[src/shared/crwc_params.svh]
`ifndef CRWC_PARAMS_SVH
`define CRWC_PARAMS_SVH

// Register map
`define CRWC_ADDR_SETUP   8'h06
`define CRWC_SETUP_RST    16'h0000

// Field positions in channel_two_wave_setup
`define CRWC_B_CLR        15
`define CRWC_B_DEFER      14
`define CRWC_B_GROUP      13
`define CRWC_F_PHASE      12:11
`define CRWC_F_SHAPE      10:8
`define CRWC_B_LOG        7
`define CRWC_F_STEP       6:4
`define CRWC_F_LIN_IVL    3:0
`define CRWC_F_RISE       6:4
`define CRWC_F_FALL       3:1

// Field encodings
`define CRWC_PH_0         2'h0
`define CRWC_PH_120       2'h1
`define CRWC_PH_240       2'h2
`define CRWC_PH_90        2'h3
`define CRWC_SH_TRI       3'h0
`define CRWC_SH_SAW       3'h1
`define CRWC_SH_INV       3'h2
`define CRWC_SH_SINE      3'h4
`define CRWC_SH_OFF       3'h7
`define CRWC_IVL_NONE     4'h0

// Codes
`define CRWC_CODE_ZERO    10'h000
`define CRWC_CODE_MID     10'h200
`define CRWC_CODE_ONE     10'h001
`define CRWC_LOG_SHIFT    5
`define CRWC_THIRD_MUL    10'h155
`define CRWC_THIRD_SHIFT  10

// Linear code step, entry 7 first
`define CRWC_STEP_TABLE {6'h20, 6'h10, 6'h08, 6'h06, 6'h04, 6'h03, 6'h02, 6'h01}

// Step intervals in ns, highest code first
`define CRWC_LIN_NS_TABLE {23'h4E_3EF0, 23'h13_8FD0, 23'h13_8FD0, 23'h0B_2D90, 23'h06_6350, 23'h03_A660, \
    23'h02_1610, 23'h01_63F0, 23'h00_ED30, 23'h00_9E20, 23'h00_69A0, 23'h00_4650, 23'h00_2EE0, 23'h00_1F40, \
    23'h00_0FA0, 23'h00_0000}
`define CRWC_LOG_NS_TABLE {23'h4E_3EF0, 23'h13_8FD0, 23'h06_6350, 23'h02_1610, 23'h00_ED30, 23'h00_69A0, \
    23'h00_2EE0, 23'h00_0FA0}
`define CRWC_NS_PER_US    1000

`endif

[src/shared/crwc_pkg.sv]
`default_nettype none

package crwc_pkg;
    typedef enum logic [1:0] {
        crwc_st_idle,
        crwc_st_slew,
        crwc_st_gen
    } crwc_state_t;
endpackage : crwc_pkg

`default_nettype wire

[src/rtl/crwc_channel_ramp.sv]
// Notes on behaviour
// - Clear goes to zero or midscale by bit15
// - Bit14 low: written code applies at once
// - Bit14 high: hold code until load event
// - Broadcast writes accepted only when bit13 set
// - Phase field picks generator starting phase
// - Shape field picks waveform, 111 off, others invalid
// - Bit7 low selects linear stepping fields
// - Linear step size from bits 6-4 table
// - Linear step interval from bits 3-0 table
// - Interval 0000 jumps; invalid for generation
// - Bit7 high: geometric slew between bounds
// - Log rise grows by one thirty-second
// - Log fall shrinks by one thirty-second
// - Zero lower bound starts log slew at one
// - Log rise interval from bits 6-4
// - Log fall interval from bits 3-1
// - Setup register at 06h, resets zero
`timescale 1ns/100ps
`default_nettype none
`include "crwc_params.svh"

module crwc_channel_ramp #(
    parameter int unsigned CLK_MHZ = 250
) (
    // Clock, reset, enable
    input  wire logic        clk,
    input  wire logic        rst,
    input  wire logic        ce,
    // Register port
    input  wire logic        reg_wr,
    input  wire logic        reg_rd,
    input  wire logic [7:0]  reg_addr,
    input  wire logic [15:0] reg_wdata,
    output logic      [15:0] reg_rdata,
    // Channel data
    input  wire logic        code_wr,
    input  wire logic        code_bcast,
    input  wire logic [9:0]  code_wdata,
    input  wire logic        load_trigger,
    input  wire logic        load_bit,
    input  wire logic        clear,
    // Generator control
    input  wire logic [9:0]  bound_low,
    input  wire logic [9:0]  bound_high,
    input  wire logic        gen_run,
    input  wire logic        margin_go,
    input  wire logic        margin_high_sel,
    // Status
    output logic      [9:0]  out_code,
    output logic             code_pending,
    output logic             gen_invalid,
    output logic             wave_active
);

    // Products of ns and MHz must stay inside 32 bits
    if (CLK_MHZ < 1 || CLK_MHZ > 800) begin : g_bad_clk
        $error("CLK_MHZ out of range");
    end

    localparam logic [47:0]  STEP_TAB = `CRWC_STEP_TABLE;
    localparam logic [367:0] LIN_NS   = `CRWC_LIN_NS_TABLE;
    localparam logic [183:0] LOG_NS   = `CRWC_LOG_NS_TABLE;

    logic [15:0] setup_r, setup_nxt;
    logic [15:0] rdata_r, rdata_nxt;
    logic [9:0]  code_r, code_nxt;
    logic [9:0]  pend_r, pend_nxt;
    logic [9:0]  tgt_r, tgt_nxt;
    logic        pend_v_r, pend_v_nxt;
    logic        inv_r, inv_nxt;
    logic [31:0] tmr_r, tmr_nxt;
    logic [2:0]  ld_sync_r, ld_sync_nxt;
    logic        ld_lvl_r, ld_lvl_nxt;
    crwc_pkg::crwc_state_t st_r, st_nxt;

    logic        clr_sel, defer, group_write_accept, log_mode;
    logic [1:0]  phase_sel;
    logic [2:0]  waveform_shape_select;
    logic [5:0]  step_sz;
    logic [22:0] ivl_ns;
    logic [31:0] ivl_cyc;
    logic        up, acc, load_evt, load_fall, gen_ok, jump, quiet, step_take;
    logic [9:0]  log_inc, start_low, lin_up, lin_dn, log_up, log_dn, step_code;
    logic [10:0] sum_lin, sum_log;
    logic [18:0] third_prod;
    logic [9:0]  span, third;

    assign clr_sel               = setup_r[`CRWC_B_CLR];
    assign defer                 = setup_r[`CRWC_B_DEFER];
    assign group_write_accept    = setup_r[`CRWC_B_GROUP];
    assign phase_sel             = setup_r[`CRWC_F_PHASE];
    assign waveform_shape_select = setup_r[`CRWC_F_SHAPE];
    assign log_mode              = setup_r[`CRWC_B_LOG];

    // Pin synchroniser: a change counts once stages two and three agree
    always_comb begin
        ld_sync_nxt = {ld_sync_r[1:0], load_trigger};
        ld_lvl_nxt  = (ld_sync_r[1] == ld_sync_r[2]) ? ld_sync_r[1] : ld_lvl_r;
    end

    always_ff @(posedge clk) begin
        if (rst) begin
            ld_sync_r <= 3'h7;
            ld_lvl_r  <= 1'b1;
        end else if (ce) begin
            ld_sync_r <= ld_sync_nxt;
            ld_lvl_r  <= ld_lvl_nxt;
        end
    end

    assign load_fall = ld_lvl_r && (ld_sync_r[2:1] == 2'h0);
    assign load_evt  = load_fall || load_bit;
    assign acc       = code_wr || (code_bcast && group_write_accept);
    assign quiet     = !clear && !acc && !(load_evt && pend_v_r);

    // Slew arithmetic
    always_comb begin
        up      = tgt_r > code_r;
        step_sz = STEP_TAB[6*setup_r[`CRWC_F_STEP] +: 6];
        if (!log_mode) begin
            ivl_ns = LIN_NS[23*setup_r[`CRWC_F_LIN_IVL] +: 23];
        end else if (up) begin
            ivl_ns = LOG_NS[23*setup_r[`CRWC_F_RISE] +: 23];
        end else begin
            ivl_ns = LOG_NS[23*setup_r[`CRWC_F_FALL] +: 23];
        end
        ivl_cyc = 32'(({9'h000, ivl_ns} * CLK_MHZ) / `CRWC_NS_PER_US);
        if (ivl_cyc == 32'h0000_0000) begin
            ivl_cyc = 32'h0000_0001;
        end
        // Geometric step, never less than one code so the slew always advances
        log_inc = code_r >> `CRWC_LOG_SHIFT;
        if (log_inc == `CRWC_CODE_ZERO) begin
            log_inc = `CRWC_CODE_ONE;
        end
        sum_lin = {1'b0, code_r} + {5'h00, step_sz};
        lin_up  = (sum_lin >= {1'b0, tgt_r}) ? tgt_r : sum_lin[9:0];
        lin_dn  = ({4'h0, step_sz} >= code_r - tgt_r) ? tgt_r : code_r - {4'h0, step_sz};
        sum_log = {1'b0, code_r} + {1'b0, log_inc};
        log_up  = (sum_log >= {1'b0, tgt_r}) ? tgt_r : sum_log[9:0];
        log_dn  = (log_inc >= code_r - tgt_r) ? tgt_r : code_r - log_inc;
        if (log_mode) begin
            step_code = up ? log_up : log_dn;
        end else begin
            step_code = up ? lin_up : lin_dn;
        end
        start_low  = (log_mode && bound_low == `CRWC_CODE_ZERO) ? `CRWC_CODE_ONE : bound_low;
        span       = bound_high - start_low;
        third_prod = span * `CRWC_THIRD_MUL;
        third      = {1'b0, third_prod[18:`CRWC_THIRD_SHIFT]};
    end

    assign jump   = !log_mode && setup_r[`CRWC_F_LIN_IVL] == `CRWC_IVL_NONE;
    assign gen_ok = gen_run && !jump && (waveform_shape_select == `CRWC_SH_TRI ||
                    waveform_shape_select == `CRWC_SH_SAW || waveform_shape_select == `CRWC_SH_INV ||
                    waveform_shape_select == `CRWC_SH_SINE);
    assign step_take = st_r != crwc_pkg::crwc_st_idle && (st_r != crwc_pkg::crwc_st_gen || gen_ok) &&
                       code_r != tgt_r && tmr_r <= 32'h0000_0001;

    // Register file, data path and slew engine
    always_comb begin
        setup_nxt  = setup_r;
        rdata_nxt  = 16'h0000;
        code_nxt   = code_r;
        pend_nxt   = pend_r;
        pend_v_nxt = pend_v_r;
        tgt_nxt    = tgt_r;
        tmr_nxt    = tmr_r;
        st_nxt     = st_r;
        inv_nxt    = gen_run && !gen_ok && waveform_shape_select != `CRWC_SH_OFF;
        if (reg_wr && reg_addr == `CRWC_ADDR_SETUP) begin
            setup_nxt = reg_wdata;
        end
        if (reg_rd && reg_addr == `CRWC_ADDR_SETUP) begin
            rdata_nxt = setup_r;
        end
        case (st_r)
            crwc_pkg::crwc_st_idle: begin
                if (gen_ok) begin
                    st_nxt  = crwc_pkg::crwc_st_gen;
                    tmr_nxt = ivl_cyc;
                    // Phase as a fraction of a triangle period
                    case (phase_sel)
                        `CRWC_PH_0: begin
                            code_nxt = start_low;
                            tgt_nxt  = bound_high;
                        end
                        `CRWC_PH_120: begin
                            code_nxt = bound_high - third;
                            tgt_nxt  = bound_high;
                        end
                        `CRWC_PH_240: begin
                            code_nxt = bound_high - third;
                            tgt_nxt  = start_low;
                        end
                        default: begin
                            code_nxt = start_low + (span >> 1);
                            tgt_nxt  = bound_high;
                        end
                    endcase
                end else if (margin_go && waveform_shape_select == `CRWC_SH_OFF) begin
                    tgt_nxt = margin_high_sel ? bound_high : start_low;
                    if (jump) begin
                        code_nxt = tgt_nxt;
                    end else begin
                        st_nxt  = crwc_pkg::crwc_st_slew;
                        tmr_nxt = ivl_cyc;
                    end
                end
            end
            crwc_pkg::crwc_st_slew,
            crwc_pkg::crwc_st_gen: begin
                if (st_r == crwc_pkg::crwc_st_gen && !gen_ok) begin
                    st_nxt = crwc_pkg::crwc_st_idle;
                end else if (code_r == tgt_r) begin
                    tmr_nxt = ivl_cyc;
                    if (st_r == crwc_pkg::crwc_st_slew) begin
                        st_nxt = crwc_pkg::crwc_st_idle;
                    end else if (waveform_shape_select == `CRWC_SH_SAW) begin
                        code_nxt = start_low;
                        tgt_nxt  = bound_high;
                    end else if (waveform_shape_select == `CRWC_SH_INV) begin
                        code_nxt = bound_high;
                        tgt_nxt  = start_low;
                    end else begin
                        tgt_nxt = (tgt_r == bound_high) ? start_low : bound_high;
                    end
                end else if (step_take) begin
                    code_nxt = step_code;
                    tmr_nxt  = ivl_cyc;
                end else begin
                    tmr_nxt = tmr_r - 32'h0000_0001;
                end
            end
            default: begin
                st_nxt = crwc_pkg::crwc_st_idle;
            end
        endcase
        if (load_evt && pend_v_r) begin
            code_nxt   = pend_r;
            pend_v_nxt = 1'b0;
        end
        // A deferred write landing with a load is kept for the next load
        if (acc) begin
            if (defer) begin
                pend_nxt   = code_wdata;
                pend_v_nxt = 1'b1;
            end else begin
                code_nxt = code_wdata;
            end
        end
        if (clear) begin
            code_nxt = clr_sel ? `CRWC_CODE_MID : `CRWC_CODE_ZERO;
            st_nxt   = crwc_pkg::crwc_st_idle;
        end
    end

    always_ff @(posedge clk) begin
        if (rst) begin
            setup_r  <= `CRWC_SETUP_RST;
            rdata_r  <= 16'h0000;
            code_r   <= `CRWC_CODE_ZERO;
            pend_r   <= `CRWC_CODE_ZERO;
            pend_v_r <= 1'b0;
            tgt_r    <= `CRWC_CODE_ZERO;
            tmr_r    <= 32'h0000_0000;
            st_r     <= crwc_pkg::crwc_st_idle;
            inv_r    <= 1'b0;
        end else if (ce) begin
            setup_r  <= setup_nxt;
            rdata_r  <= rdata_nxt;
            code_r   <= code_nxt;
            pend_r   <= pend_nxt;
            pend_v_r <= pend_v_nxt;
            tgt_r    <= tgt_nxt;
            tmr_r    <= tmr_nxt;
            st_r     <= st_nxt;
            inv_r    <= inv_nxt;
        end
    end

    assign reg_rdata    = rdata_r;
    assign out_code     = code_r;
    assign code_pending = pend_v_r;
    assign gen_invalid  = inv_r;
    assign wave_active  = st_r != crwc_pkg::crwc_st_idle;
endmodule : crwc_channel_ramp

`default_nettype wire

[config.mk]
export PLATFORM = sky130hd
export DESIGN_NAME = crwc_channel_ramp
export DESIGN_NICKNAME = d
export VERILOG_FILES = /design/src/shared/crwc_pkg.sv /design/src/rtl/crwc_channel_ramp.sv
export VERILOG_INCLUDE_DIRS = /design/src /design/src/shared
export SDC_FILE = /design/constraint.sdc
export NUM_CORES = 1
export LEC_CHECK = 0
export ABC_AREA = 1
export BUFFER_PORTS_ARGS = -buffer_cell sky130_fd_sc_hd__buf_2
export CORE_MARGIN = 2
export CORE_UTILIZATION = 43
export CTS_CLUSTER_SIZE = 16
export DETAILED_ROUTE_END_ITERATION = 10
export GPL_TIMING_DRIVEN = 0
export SLEW_MARGIN = 10
export SYNTH_ARGS = -nofsm -noshare
export SYNTH_HDL_FRONTEND = slang
export SYNTH_SLANG_ARGS = --single-unit
[constraint.sdc]
create_clock -name clk -period 24.9 [get_ports clk]
set_input_delay 2.49 -clock clk [delete_from_list [all_inputs] [get_ports clk]]
set_output_delay 2.49 -clock clk [all_outputs]
set_load 0.02 [all_outputs]
==> impl_metrics.ini <==
[outcome]
status = completed

[floorplanning]
die_area_sq_um = 52500
initial_utilization_pct = 43.5
die-width_microns = 229
boundaryPins = 96
coreArea_sq_um = 50100
dieHeight_microns = 229
num_rows = 82

[synthesis]
synth.most_common_cell = nand2_1
synthAdderAreaFrac_pct = 20.1
yosysTopAreaCellShare_pct = 12.6
synth_warnings = 0
synth_xor_area_share_pct = 5.06
synth_compound_area_share_pct = 20.0
syn_area_per_cell_sq_um = 6.25
synth_top_family_by_area = simple AND/OR/NAND/NOR gates
synth_area_leader_cell = ha_1
synth_mux_area_share_pct = 0
synth-simple-area-share_pct = 33.3
synth_cells = 3486
synth_area_leaders = ha_1 (13%), nand2_1 (12%), dfxtp_1 (9.4%)
synthDistinctLibCells = 75
synth-edff-count = 0
netlist_top_cells_count = nand2_1 (716), inv_1 (520), nor2_1 (281)
syn_nets = 3854
ys.flop_type = dfxtp_1
yosysSeqAreaShare_pct = 9.37
ys_ff_latch = 102
synthArstFlopShare_pct = 0
syn_area_sq_um = 21800

[placement]
gp_congestion = 0.986
dpl.hpwl_microns = 57400
dp_cells = 4252
postPlaceCellArea_sq_um = 23100
port_buffers = 93
dp_slack_ns = 3.21

[power]
p_leak_nw = 12.1
power_density_nw_per_um2 = 61.4
power_mw = 1.44
vdd_ir_drop_max_mv = 0.117

[routing]
drt-total-wl_microns = 69100
route.vias.total = 22617
wire_per_inst_microns = 16.2
drcViolationCount = 0
via_per_inst = 5.30
antenna_left = 0
first_iter_violations = 1679
dr.pass1.iters = 8

[grt]
grt_use_total_pct = 25.9
grt_max_degree = 19
antenna_found_initial = 1
grt_pass1_wl_microns = 110000
overflow = 0
grt_pass1_vias = 20893

[layout]
final_area_sq_um = 23400
nNetsFinal = 3959
drive_gt1_share_pct = 12.1
fin_util_pct = 46.8
areaGrowthSynthToFinish_pct = 7.54
final_cells = 4269
nFillCells = 5582

[sta]
setup-tns-final_ns = 0
hold_slack_ns = 0.468
rsz0062_at_grt = false
skew_ns = 0.0162
fin_ws_ns = 3.25
period_minus_slack_ns = 21.65
hold_viol = 0
fmax_mhz = 46.2
worstMarginPinSlew_ns = 1.20
slew_viol_final = 0
fin_crit_sh_pct = 87.0
max_slew_margin_pct = 18.9
finalSetupViolCount = 0

[clock_tree]
clock_latency_ns = 0.37
htreeDepth = 3
clock-sinks = 102
clock_tree.buffer_depth = 2
post_cts_buffers = 0
root_buffer = clkbuf_16
clk_pin_slew_ns = 0.08
cts_tree = yes
cts_made_buffers = 9
hold_buffers = 0
cts_resized = 0

[setup_path]
reg2reg_from = out_code[0]
cp-start-kind = flop
cp_max_fo = 10
slowest_delay_ns = 0.91
worst_path_most_repeated_cell = nand2_1
r2r.worst_path.cells = 139
r2r_slack_ns = 3.25
crit_end = tmr_r[0]
r2r_end = tmr_r[0]
worst-setup-path-type = reg2reg
crit_slowest_cell = a21boi_0
crit_start = out_code[0]
arrival_ns = 21.89
end_kind = flop
crit_required_ns = 25.14

[hold_path]
hold_path.class = reg2reg

[flow_run]
cap_violations = 0
[worst min-delay path by stage]
stage               slack [ns]      endpoint          from  cells past startpoint
floorplan                 0.43  ld_sync_r[0]  ld_sync_r[0]                      2
global placement          0.45  ld_sync_r[0]  ld_sync_r[0]                      2
detailed placement        0.45  ld_sync_r[0]  ld_sync_r[0]                      2
CTS                       0.47  ld_sync_r[0]  ld_sync_r[0]                      2
global route              0.49  ld_sync_r[0]  ld_sync_r[0]                      2
finish                    0.47  ld_sync_r[0]  ld_sync_r[0]                      2
[kinds of logic after synthesis]
| logic type | after synthesis |
|---|---|
| buffers and inverters | 694 |
| xor gates and xnor gates | 125 |
| DFF | 102 |
| and+or+nand+nor | 1514 |
| AOI/OAI and AO/OA | 750 |
| adders and majority gates | 301 |
[sequential cells by signal (all words and copies together), names as in the netlist]
register and cells:
ld_sync_r 3, tmr_r 32, ld_lvl_r 1, st_r 2, setup_r 16, out_code 10
reg_rdata 16, code_pending 1, pend_r 10, gen_invalid 1, tgt_r 10
[cell type report]
class	count	area (sq um)	share of cell area [%]
Antenna cell	1	2.50	0.0107
Buffer	93	384	1.64
Clock buffer	10	239	1.02
Clock inverter	6	75.1	0.320
Inverter	601	2290	9.75
Multi-Input combinational cell	2690	17100	72.9
Sequential cell	102	2040	8.71
Tap cell	672	841	3.59
Timing Repair Buffer	94	473	2.02
[cells in the final DEF, fill, tap and decap left out, drive strengths merged, types with 6 or more instances in the layout]
master and count:
nand3b 10, xnor2 39, dfxtp 102, a21oi 260, o22ai 8, and2 6
nor2 316, xor2 86, o2111ai 7, a211oi 14, a21o 9, nor3 38
nor4 15, nand3 237, o31ai 12, clkbuf 96, fa 81, buf 101
o21a 8, clkinv 15, a31oi 15, ha 220, a21boi 7, inv 589
o21bai 27, o21ai 313, nand2 844, or2 8, o211ai 34, nand4 35
o221ai 6, a221oi 15
[worst max-delay path: cells and delay by family (launching register included)]
family | cells | cell delay [ns]
AOI/OAI and AO/OA | 13 | 3.55
adders and majority gates | 9 | 3.58
and+or+nand+nor | 94 | 10.75
buffers and inverters | 21 | 2.62
DFF | 1 | 0.49
xor gates and xnor gates | 2 | 0.47
[layer usage]
metal / vias up / wire [microns] / track usage, %
li1: 11586 / - / -
met1: 10255 / 33300 / 37.3
met2: 677 / 29100 / 40.2
met3: 99 / 4590 / 3.30
met4: 0 / 2040 / 7.81
met5: - / 0 / 0
[power by group]
group          internal [mW]  switching, mW
clock network         0.0825         0.0736
registers              0.170         0.0109
logic                  0.409          0.692
total                  0.662          0.777
Note: power is estimated with default switching activity, not from simulation.
